===== config.mk =====
export PLATFORM = sky130hd
export DESIGN_NAME = mcs_top
export DESIGN_NICKNAME = d
export VERILOG_FILES = /design/src/core/mcs_pkg.sv /design/src/core/mcs_sel.sv /design/src/core/mcs_top.sv
export SDC_FILE = /design/constraint.sdc
export NUM_CORES = 1
export LEC_CHECK = 0
export ABC_AREA = 1
export BUFFER_PORTS_ARGS = -buffer_cell sky130_fd_sc_hd__buf_2
export CAP_MARGIN = 20
export CORE_ASPECT_RATIO = 1.2
export CORE_MARGIN = 8
export CORE_UTILIZATION = 36
export DETAILED_ROUTE_END_ITERATION = 7
export PLACE_DENSITY = 0.76
export SETUP_SLACK_MARGIN = 0.2
export SYNTH_ARGS = -nofsm -noshare
export SYNTH_HDL_FRONTEND = slang
export SYNTH_SLANG_ARGS = --single-unit

===== constraint.sdc =====
create_clock -name I_SYS_CLK -period 0.8 [get_ports I_SYS_CLK]
set_clock_uncertainty 0.05 [all_clocks]
set_input_delay 0.12 -clock I_SYS_CLK [delete_from_list [all_inputs] [get_ports I_SYS_CLK]]
set_output_delay 0.12 -clock I_SYS_CLK [all_outputs]
set_load 0.02 [all_outputs]

===== src/core/mcs_pkg.sv =====
// shared constants and carrier types for the module clock source selector
package mcs_pkg;

  // register byte addresses on the peripheral port
  localparam logic [31:0] MCS_ADDR_OPT1_CFG   = 32'h4004_7004; // option1_config
  localparam logic [31:0] MCS_ADDR_CLK_SELECT = 32'h4004_8004; // module_clock_select
  localparam logic [31:0] MCS_ADDR_TIMER_PIN  = 32'h4004_800C; // timer_pin_select

  // writable bit masks, every other bit is reserved and reads zero
  localparam logic [31:0] MCS_MASK_OPT1_CFG   = 32'h0000_0000;
  localparam logic [31:0] MCS_MASK_CLK_SELECT = 32'h0F00_00F0;
  localparam logic [31:0] MCS_MASK_TIMER_PIN  = 32'h0304_0000;

  // reset values
  localparam logic [31:0] MCS_RST_OPT1_CFG    = 32'h0000_0000;
  localparam logic [31:0] MCS_RST_CLK_SELECT  = 32'h0000_0000;
  localparam logic [31:0] MCS_RST_TIMER_PIN   = 32'h0000_0000;

  // field positions inside module_clock_select
  localparam int MCS_SERIAL_SRC_LSB  = 26; // serial_port_clock_source [27:26]
  localparam int MCS_TIMER_SRC_LSB   = 24; // timer_counter_clock_source [25:24]
  localparam int MCS_CLOCK_OUTPUT_PIN_SEL_LSB  = 5;  // clock_output_select [7:5]
  localparam int MCS_RTC_OUT_SEL_BIT = 4;  // rtc_output_select

  // field positions inside timer_pin_select
  localparam int MCS_TIMER_B_PIN_BIT = 25; // timer_b_ext_clock_pin_select
  localparam int MCS_TIMER_A_PIN_BIT = 24; // timer_a_ext_clock_pin_select
  localparam int MCS_TIMER_B_CAP_BIT = 18; // timer_b_ch0_capture_source

  // module clock source codes
  localparam logic [1:0] MCS_SRC_OFF     = 2'h0;
  localparam logic [1:0] MCS_SRC_FLL     = 2'h1;
  localparam logic [1:0] MCS_SRC_EXT_OSC = 2'h2;
  localparam logic [1:0] MCS_SRC_INT_REF = 2'h3;

  // clock output pin codes, the rest are reserved
  localparam logic [2:0] MCS_CO_BUS      = 3'h2;
  localparam logic [2:0] MCS_CO_LPO      = 3'h3;
  localparam logic [2:0] MCS_CO_INT_REF  = 3'h4;
  localparam logic [2:0] MCS_CO_EXT_OSC  = 3'h6;

  // clock sources arriving from the clock generators
  typedef struct packed {
    logic fll_clock;                // fll output
    logic ext_oscillator_clock;     // external oscillator
    logic internal_reference_clock; // internal reference
    logic low_power_oscillator;     // 1 kHz oscillator
    logic rtc_1hz;                  // real-time clock 1 Hz
  } mcs_clk_src_t;

  // pin and comparator signals feeding the timer selectors
  typedef struct packed {
    logic timer_clock_input_pin0;   // external clock pin 0
    logic timer_clock_input_pin1;   // external clock pin 1
    logic timer_b_channel0_signal;  // timer b channel 0 pin
    logic analog_comparator0;       // comparator 0 output
  } mcs_pin_in_t;

endpackage


===== src/core/mcs_sel.sv =====
// registered selectors used for every routed signal except the clock-output pin
`timescale 1ns/1ps

// four-way selector, code zero gives a static low output
module mcs_sel4 (
  input  wire logic       i_clk,   // system clock
  input  wire logic       i_nrst,  // async reset, active low
  input  wire logic [1:0] i_sel,   // source code
  input  wire logic [3:0] i_src,   // sources, index equals code
  output logic            o_out    // registered result
);
  // code zero indexes a tied-low source so the output parks low
  always_ff @(posedge i_clk or negedge i_nrst) begin
    if (!i_nrst) begin
      o_out <= 1'b0;
    end else begin
      o_out <= i_src[i_sel];
    end
  end
endmodule

// two-way selector
module mcs_sel2 (
  input  wire logic i_clk,   // system clock
  input  wire logic i_nrst,  // async reset, active low
  input  wire logic i_sel,   // 0 picks i_src0, 1 picks i_src1
  input  wire logic i_src0,  // source for code 0
  input  wire logic i_src1,  // source for code 1
  output logic      o_out    // registered result
);
  // registered so every routed output leaves from a flop
  always_ff @(posedge i_clk or negedge i_nrst) begin
    if (!i_nrst) begin
      o_out <= 1'b0;
    end else begin
      o_out <= i_sel ? i_src1 : i_src0;
    end
  end
endmodule


===== src/core/mcs_top.sv =====
// module clock source selector: option registers and signal routing
//
// The address-and-strobe port was decided locally.
`timescale 1ns/1ps

module mcs_top (
  input  wire logic                 I_SYS_CLK,     // bus clock, 50 MHz
  input  wire logic                 I_NRST,        // system reset, active low
  input  wire logic [31:0]          I_ADDR,        // register byte address
  input  wire logic [31:0]          I_WDATA,       // write data
  input  wire logic                 I_WR,          // write strobe
  input  wire logic                 I_RD,          // read strobe
  input  wire logic                 I_SUPERVISOR,  // access made in supervisor mode
  input  wire mcs_pkg::mcs_clk_src_t I_CLK_SRC,    // clock sources
  input  wire mcs_pkg::mcs_pin_in_t  I_PIN_IN,     // pins and comparator
  output logic [31:0]               O_RDATA,       // read data, cycle after strobe
  output logic                      O_BUS_ERR,     // blocked write, one-cycle pulse
  output logic                      O_SERIAL_CLK,  // serial port tx/rx clock
  output logic                      O_TIMER_CLK,   // timer counter clock
  output logic                      O_CLOCK_OUT,   // clock output pin
  output logic                      O_RTC_CLK_OUT, // rtc clock output pin
  output logic                      O_TIMER_A_EXT, // timer a external clock
  output logic                      O_TIMER_B_EXT, // timer b external clock
  output logic                      O_TIMER_B_CAP  // timer b channel 0 capture input
);
  import mcs_pkg::*;

  // register indices returned by the address decoder
  localparam logic [1:0] IDX_NONE = 2'h0; // unmapped
  localparam logic [1:0] IDX_OPT1 = 2'h1; // option1_config
  localparam logic [1:0] IDX_CSEL = 2'h2; // module_clock_select
  localparam logic [1:0] IDX_TPIN = 2'h3; // timer_pin_select

  logic [31:0] opt1_cfg_r;   // option1_config, all reserved
  logic [31:0] clk_sel_r;    // module_clock_select
  logic [31:0] timer_pin_r;  // timer_pin_select
  logic [1:0]  wr_idx;       // decoded write target
  logic [1:0]  rd_idx;       // decoded read target
  logic        wr_ok;        // write allowed this cycle
  logic        wr_block;     // user-mode write to a mapped register
  logic [31:0] rdata_nxt;    // read data before the output flop
  logic        bus_clk_r;    // bus clock image for the clock-output pin
  logic        clk_out_nxt;  // clock-output pin before its flop
  logic        co_reserved;  // a reserved clock-output code is set

  // decode used by both the write and the read path
  function automatic logic [1:0] reg_index(input logic [31:0] addr);
    if (addr == MCS_ADDR_OPT1_CFG) begin
      return IDX_OPT1;
    end else if (addr == MCS_ADDR_CLK_SELECT) begin
      return IDX_CSEL;
    end else if (addr == MCS_ADDR_TIMER_PIN) begin
      return IDX_TPIN;
    end else begin
      return IDX_NONE;
    end
  endfunction

  assign wr_idx   = reg_index(I_ADDR);
  assign rd_idx   = wr_idx;
  // only supervisor accesses may change state
  assign wr_ok    = I_WR && I_SUPERVISOR;
  assign wr_block = I_WR && !I_SUPERVISOR && (wr_idx != IDX_NONE);

  // option1_config: only the system reset touches it; very-low-leakage
  // stop exit has no path here, so it keeps its value across that exit
  always_ff @(posedge I_SYS_CLK or negedge I_NRST) begin
    if (!I_NRST) begin
      opt1_cfg_r <= MCS_RST_OPT1_CFG;
    end else if (wr_ok && wr_idx == IDX_OPT1) begin
      opt1_cfg_r <= I_WDATA & MCS_MASK_OPT1_CFG;
    end
  end

  // module_clock_select: reserved bits are masked away on write
  always_ff @(posedge I_SYS_CLK or negedge I_NRST) begin
    if (!I_NRST) begin
      clk_sel_r <= MCS_RST_CLK_SELECT;
    end else if (wr_ok && wr_idx == IDX_CSEL) begin
      clk_sel_r <= I_WDATA & MCS_MASK_CLK_SELECT;
    end
  end

  // timer_pin_select: capture-source bit is not policed here, software
  // owns keeping it clear when timer b is not capturing
  always_ff @(posedge I_SYS_CLK or negedge I_NRST) begin
    if (!I_NRST) begin
      timer_pin_r <= MCS_RST_TIMER_PIN;
    end else if (wr_ok && wr_idx == IDX_TPIN) begin
      timer_pin_r <= I_WDATA & MCS_MASK_TIMER_PIN;
    end
  end

  // read mux; unmapped addresses and idle cycles give zero
  always_comb begin
    rdata_nxt = 32'h0000_0000;
    if (I_RD) begin
      unique case (rd_idx)
        IDX_OPT1: rdata_nxt = opt1_cfg_r;
        IDX_CSEL: rdata_nxt = clk_sel_r;
        IDX_TPIN: rdata_nxt = timer_pin_r;
        IDX_NONE: rdata_nxt = 32'h0000_0000;
      endcase
    end
  end

  // read data stands only in the cycle after the strobe
  always_ff @(posedge I_SYS_CLK or negedge I_NRST) begin
    if (!I_NRST) begin
      O_RDATA <= 32'h0000_0000;
    end else begin
      O_RDATA <= rdata_nxt;
    end
  end

  // bus error pulse one cycle after a blocked write
  always_ff @(posedge I_SYS_CLK or negedge I_NRST) begin
    if (!I_NRST) begin
      O_BUS_ERR <= 1'b0;
    end else begin
      O_BUS_ERR <= wr_block;
    end
  end

  // serial port clock; index 0 is tied low so code 00 gates it off
  mcs_sel4 u_serial_sel (
    .i_clk  (I_SYS_CLK),
    .i_nrst (I_NRST),
    .i_sel  (clk_sel_r[MCS_SERIAL_SRC_LSB +: 2]),
    .i_src  ({I_CLK_SRC.internal_reference_clock,
              I_CLK_SRC.ext_oscillator_clock,
              I_CLK_SRC.fll_clock, 1'b0}),
    .o_out  (O_SERIAL_CLK)
  );

  // timer counter clock, same encoding as the serial port
  mcs_sel4 u_timer_sel (
    .i_clk  (I_SYS_CLK),
    .i_nrst (I_NRST),
    .i_sel  (clk_sel_r[MCS_TIMER_SRC_LSB +: 2]),
    .i_src  ({I_CLK_SRC.internal_reference_clock,
              I_CLK_SRC.ext_oscillator_clock,
              I_CLK_SRC.fll_clock, 1'b0}),
    .o_out  (O_TIMER_CLK)
  );

  // the bus clock cannot be sampled by itself, so the pin shows a
  // half-rate image of it; a trade of frequency for a clean flop output
  always_ff @(posedge I_SYS_CLK or negedge I_NRST) begin
    if (!I_NRST) begin
      bus_clk_r <= 1'b0;
    end else begin
      bus_clk_r <= !bus_clk_r;
    end
  end

  // clock-output pin source; reserved codes park the pin low
  always_comb begin
    co_reserved = 1'b0;
    case (clk_sel_r[MCS_CLOCK_OUTPUT_PIN_SEL_LSB +: 3])
      MCS_CO_BUS:     clk_out_nxt = bus_clk_r;
      MCS_CO_LPO:     clk_out_nxt = I_CLK_SRC.low_power_oscillator;
      MCS_CO_INT_REF: clk_out_nxt = I_CLK_SRC.internal_reference_clock;
      MCS_CO_EXT_OSC: clk_out_nxt = I_CLK_SRC.ext_oscillator_clock;
      default: begin
        clk_out_nxt = 1'b0;
        co_reserved = 1'b1;
      end
    endcase
  end

  // clock-output pin flop
  always_ff @(posedge I_SYS_CLK or negedge I_NRST) begin
    if (!I_NRST) begin
      O_CLOCK_OUT <= 1'b0;
    end else begin
      O_CLOCK_OUT <= clk_out_nxt;
    end
  end

  // rtc clock-output pin: 1 Hz clock or oscillator
  mcs_sel2 u_rtc_sel (
    .i_clk  (I_SYS_CLK),
    .i_nrst (I_NRST),
    .i_sel  (clk_sel_r[MCS_RTC_OUT_SEL_BIT]),
    .i_src0 (I_CLK_SRC.rtc_1hz),
    .i_src1 (I_CLK_SRC.ext_oscillator_clock),
    .o_out  (O_RTC_CLK_OUT)
  );

  // timer b external clock pin; the pin must also be muxed to its timer
  // function outside this block, or the selected pin carries nothing
  mcs_sel2 u_tmr_b_sel (
    .i_clk  (I_SYS_CLK),
    .i_nrst (I_NRST),
    .i_sel  (timer_pin_r[MCS_TIMER_B_PIN_BIT]),
    .i_src0 (I_PIN_IN.timer_clock_input_pin0),
    .i_src1 (I_PIN_IN.timer_clock_input_pin1),
    .o_out  (O_TIMER_B_EXT)
  );

  // timer a external clock pin
  mcs_sel2 u_tmr_a_sel (
    .i_clk  (I_SYS_CLK),
    .i_nrst (I_NRST),
    .i_sel  (timer_pin_r[MCS_TIMER_A_PIN_BIT]),
    .i_src0 (I_PIN_IN.timer_clock_input_pin0),
    .i_src1 (I_PIN_IN.timer_clock_input_pin1),
    .o_out  (O_TIMER_A_EXT)
  );

  // timer b channel 0 capture source
  mcs_sel2 u_cap_sel (
    .i_clk  (I_SYS_CLK),
    .i_nrst (I_NRST),
    .i_sel  (timer_pin_r[MCS_TIMER_B_CAP_BIT]),
    .i_src0 (I_PIN_IN.timer_b_channel0_signal),
    .i_src1 (I_PIN_IN.analog_comparator0),
    .o_out  (O_TIMER_B_CAP)
  );
endmodule


; Yosys cells after proc, flatten, opt, wreduce, memory -nomap -nowiden
; Cells that the tools add are included.
[totals]
out_inout_bits = 40
in_bits = 78
reg_bits = 52
wordCells = 48
[classes]
mux = 14
magnitude_cmp = 2
eq_ne = 10
reduce_logical = 10
[ops]
columns = op, count
row1 = $eq A32 B31 Y1 const B, 3
row2 = $pmux W32 S3, 1
row3 = $mux W32, 1
row4 = $eq A3 B2 Y1 const B, 2
row5 = $eq A3 B3 Y1 const B, 2
row6 = $lt A2 B3 Y1 const B, 2
row7 = $mux W1, 6
row8 = $mux W2, 3
row9 = $logic_and A1 B1 Y1, 5
row10 = $bmux W1 S2, 2
row11 = $eq A2 B2 Y1 const B, 2
row12 = $pmux W1 S4, 1
row13 = $eq A2 B1 Y1 const B, 1
row14 = $logic_not A1 Y1, 2
row15 = $logic_not A2 Y1, 1
row16 = $reduce_bool A2 Y1, 1
row17 = $reduce_or A2 Y1, 1

; Depth between registers and ports, before layout
[depth]
ltp_word = 8
ltp_mapped = 9

; Cells and area by module
; A second synthesis with hierarchy kept.
[unflattened]
hier_cells = 214
area_unflattened_um2 = 1717.9
[by_module_without_submodules]
columns = module, seq_area_each_um2, area_per_inst_um2, cells_each, n_inst
row1 = mcs_top, 575.6, 1405.1, 166, 1
row2 = mcs_sel2, 25.0, 40.0, 5, 4
row3 = mcs_sel4, 25.0, 76.3, 14, 2

; Worst setup path before layout
; Ideal clock, no wire load.
[synth_path]
kind = in2reg
from = input I_ADDR[11]
to = register clk_sel_r[24]
stages = 8
path_buffers = 0
t_required_ns = 0.632
t_arrival_ns = 0.966
path_slack_ns = -0.334
path_cell_list = nor2_1 > nand2_1 > nor2_2 > nand4_1 > nor2_4 > nand2_4 > nand2_1 > o21ai_2
[synth_via]
elab_chain_len = 6
elab_cells_between_ends = 8
classes_between = 4 x eq/ne / 3 x mux / 1 x reduce/logical
[synth_rtl]
columns = element, line
row1 = "start, declared", mcs_top.sv:9  ; input wire logic [31:0] I_ADDR,
row2 = $eq A32 B31 Y1, mcs_top.sv:52  ; end else if (addr == MCS_ADDR_TIMER_PIN) begin
row3 = $mux W2, mcs_top.sv:52
row4 = $mux W2, mcs_top.sv:50  ; end else if (addr == MCS_ADDR_CLK_SELECT) begin
row5 = $mux W2 (*), mcs_top.sv:48  ; if (addr == MCS_ADDR_OPT1_CFG) begin
row6 = $eq A2 B2 Y1 (*), mcs_top.sv:79  ; end else if (wr_ok && wr_idx == IDX_CSEL) begin
row7 = $logic_and A1 B1 Y1 (*), mcs_top.sv:79
row8 = "end signal, assigned", mcs_top.sv:80  ; clk_sel_r <= I_WDATA & MCS_MASK_CLK_SELECT;
row9 = "end, declared", mcs_top.sv:35  ; logic [31:0] clk_sel_r;
; Every way passes the cells marked *; elsewhere a longest branch is shown, timed or not.
; A chain may end at the register's enable or synchronous reset.

; Final worst setup path
[layout_path]
from = input I_ADDR[9]
to = register clk_sel_r[26]
; Same word-level chain as after synthesis.

==> qor.csv <==
metric,value,unit
cts.sinks,29,
hold_depth,3,
final_layout_size_suffix_gt1_share,50.0,%
slew_violations,0,
seq_area_frac_synth,46.3,%
first_global_vias,1546,
antenna_cells,0,
synth_compound_area_share,6.38,%
drt-vias-per-instance,4.25,
path_max_fanout,6,
cts_tree,done,
rsz0062_at_grt,yes,
hold_viol,0,
r2r_cells,1,
antenna_found_initial,0,
start_util,37.1,%
ys_types,26,
synth_top_family_by_area,simple AND/OR/NAND/NOR gates,
final_nets,357,
synth.cell_area,0.00157,mm²
io_pins,118,
cts-root-buf,clkbuf_8,
grt_max_degree,30,
power.total,0.00308,W
ff2ff_setup_slack,-0.07,ns
clkTransAtPathRegs,0.05,ns
drt_iter0_markers,41,
muxShareOfSynthArea,0.718,%
die_h,88.3,µm
period_minus_slack,0.982,ns
dp_hpwl,3240,µm
failed_checks,setup timing,
core,0.00423,mm²
die_area,0.00673,mm²
synthCells,189,
avgSynthCellArea,8.29,µm²
cts_buffers,5,
min_from,I_CLK_SRC[0],
fin_crit_sh,123,%
track_usage,11.6,%
ys.flop_type,dfrtp_1,
wirelength,3870,µm
cp.arrival,1.14,ns
placementRows,26,
gp_congestion,0.759,
yosys.area_share.simple,30.6,%
clk_path_buf_depth,2,
busiest_layer,met2,
ys_seq_elements,29,
die_x,76.2,µm
maxCapViolCount,0,
clkLatencyLatePin,0.27,ns
area_growth_syn_to_layout,58.0,%
portBuffers,71,
crit_type,input port to register,
synth-edff-count,0,
start_kind,input port,
grt_pass1_wl,6380,µm
ir_drop,512,µV
p_leak,1.24,nW
utilization,58.6,%
synthAdderAreaFrac,0,%
use_met2,21.5,%
power.density,1240,mW/mm²
routed-via-count,1429,
met3_usage,5.49,%
synthXorXnorAreaFrac,0,%
worst_slack,-0.182,ns
reg2reg_to,u_cap_sel.o_out$_DFF_PN0_,
ys_async_sr_fraction,100,%
endpoint_kind,register,
htreeDepth,2,
drc,0,
drt_first_pass_iters,3,
nFillCells,368,
detail-route-antenna-nets,0,
holdPathEnd,u_rtc_sel.o_out$_DFF_PN0_,
grt-ovfl-total,0,
global_route.usage.met1,10.5,%
status,"complete, but fails checks",
r2r-start,timer_pin_r[18]$_DFFE_PN0P_,
synth_warnings,0,
wire_per_inst,11.5,µm
hp-class,input port to register,
crit_required,0.96,ns
setup_violations,41,
fmax,1.02,GHz
worst max-delay path, cell delays in order:
cell and delay [ns]:
buf_6 0.09, nor2_4 0.09, nand2_2 0.08, nor2_4 0.16, nand4_1 0.15, nor2_4 0.15
buf_4 0.15, nand3_1 0.08, nand2_1 0.08
synth_stat cells (all sizes together) (2+ instances only):
cell | count | area (µm²)
a21oi | 5 | 36.3
and3 | 2 | 12.5
buf | 23 | 173
dfrtp | 29 | 726
inv | 19 | 71.3
nand2 | 44 | 178
nand3 | 13 | 77.6
nand4 | 3 | 18.8
nor2 | 34 | 170
nor3 | 3 | 15.0
o21ai | 7 | 42.5
logic make-up (layout without fill, tap and decap cells):
family	Yosys count	count (layout)
AOI/OAI and AO/OA	15	15
buffers and inverters	43	112
DFF	29	29
muxes	1	1
other	1	23
and+or+nand+nor	100	100
where the power goes:
group	total, W	internal [W]	leakage (nW)	switching (W)
combinational	0.000505	0.000222	0.808	0.000282
sequential	0.00148	0.00148	0.391	0.00000436
clock	0.00109	0.000615	0.0395	0.000475
total	0.00308	0.00232	1.24	0.000761
flip-flops by register name, indices dropped and copies added (netlist names):
register            cells
u_tmr_a_sel.o_out       1
u_serial_sel.o_out      1
u_timer_sel.o_out       1
O_RDATA                 9
O_CLOCK_OUT             1
bus_clk_r               1
u_rtc_sel.o_out         1
u_tmr_b_sel.o_out       1
O_BUS_ERR               1
u_cap_sel.o_out         1
timer_pin_r             3
clk_sel_r               8
how the worst max path moves through the flow:
stage	depth (start not counted)	to	slack, ns	startpoint
after global placement	9	O_RDATA[27]$_DFF_PN0_	-0.47	I_ADDR[17]
after floorplan	8	clk_sel_r[24]$_DFFE_PN0P_	-0.30	I_ADDR[9]
after CTS	9	clk_sel_r[26]$_DFFE_PN0P_	-0.18	I_ADDR[9]
after detailed placement	9	O_RDATA[27]$_DFF_PN0_	-0.53	I_ADDR[17]
final	9	clk_sel_r[26]$_DFFE_PN0P_	-0.18	I_ADDR[9]
after global routing	9	clk_sel_r[7]$_DFFE_PN0P_	-0.27	I_ADDR[16]
per-layer routing:
| metal | wire, µm | share of wire [%] |
|---|---|---|
| met5 | 0 | 0 |
| met2 | 2040 | 53 |
| met4 | 76 | 2.0 |
| met3 | 357 | 9.2 |
| met1 | 1390 | 36 |
cell usage in the layout (no fill, tap or decap), types with 2 or more instances in the layout:
master and count:
o21ai_2 2, nor2_1 9, buf_4 10, conb_1 23, inv_1 14, inv_2 4, nor3_1 2, o21ai_1 5
clkbuf_8 5, clkbuf_1 3, dfrtp_1 29, nand4_1 3, nand2_1 35, nand3_1 7, nor2_4 17, nor2_2 8
nand2_2 6, nand2_4 3, and3_1 2, buf_2 40, nand3_2 4, buf_6 32, a21oi_1 4, nand3_4 2
through the flow:
stage | TNS (ns) | instances | hold WS [ns] | setup WS, ns | cell area, µm²
detailed placement | -10.0 | 324 | 0.0252 | -0.533 | 2070
finish | -5.51 | 336 | 0.00920 | -0.182 | 2480
global route | -7.89 | 336 | 0.0214 | -0.269 | 2480
CTS | -5.47 | 335 | 0.00438 | -0.184 | 2390
global placement | -9.36 | 324 | 0.0253 | -0.473 | 2070
floorplan | -5.21 | 211 | -0.226 | -0.297 | 1730
layout make-up:
class                   count  area [µm²]  share of cell area [%]
multi-input cells         139         858                    34.6
clock buffers               8        80.1                    3.23
inverters                  20        77.6                    3.13
well taps                  56        70.1                    2.83
flip-flops and latches     29         726                    29.3
repair buffers             84         666                    26.9
repair_timing:
| action | in CTS | in global routing |
|---|---|---|
| hold buffers | 1 | 0 |
| endpoints found under the setup margin | 45 | 45 |
| gates resized for setup | 57 | 20 |
| endpoints found under the hold margin | 29 | 0 |
| buffers inserted | 2 | 1 |
| pin swaps | 12 | 15 |
Power figures use the tool's default switching activity.
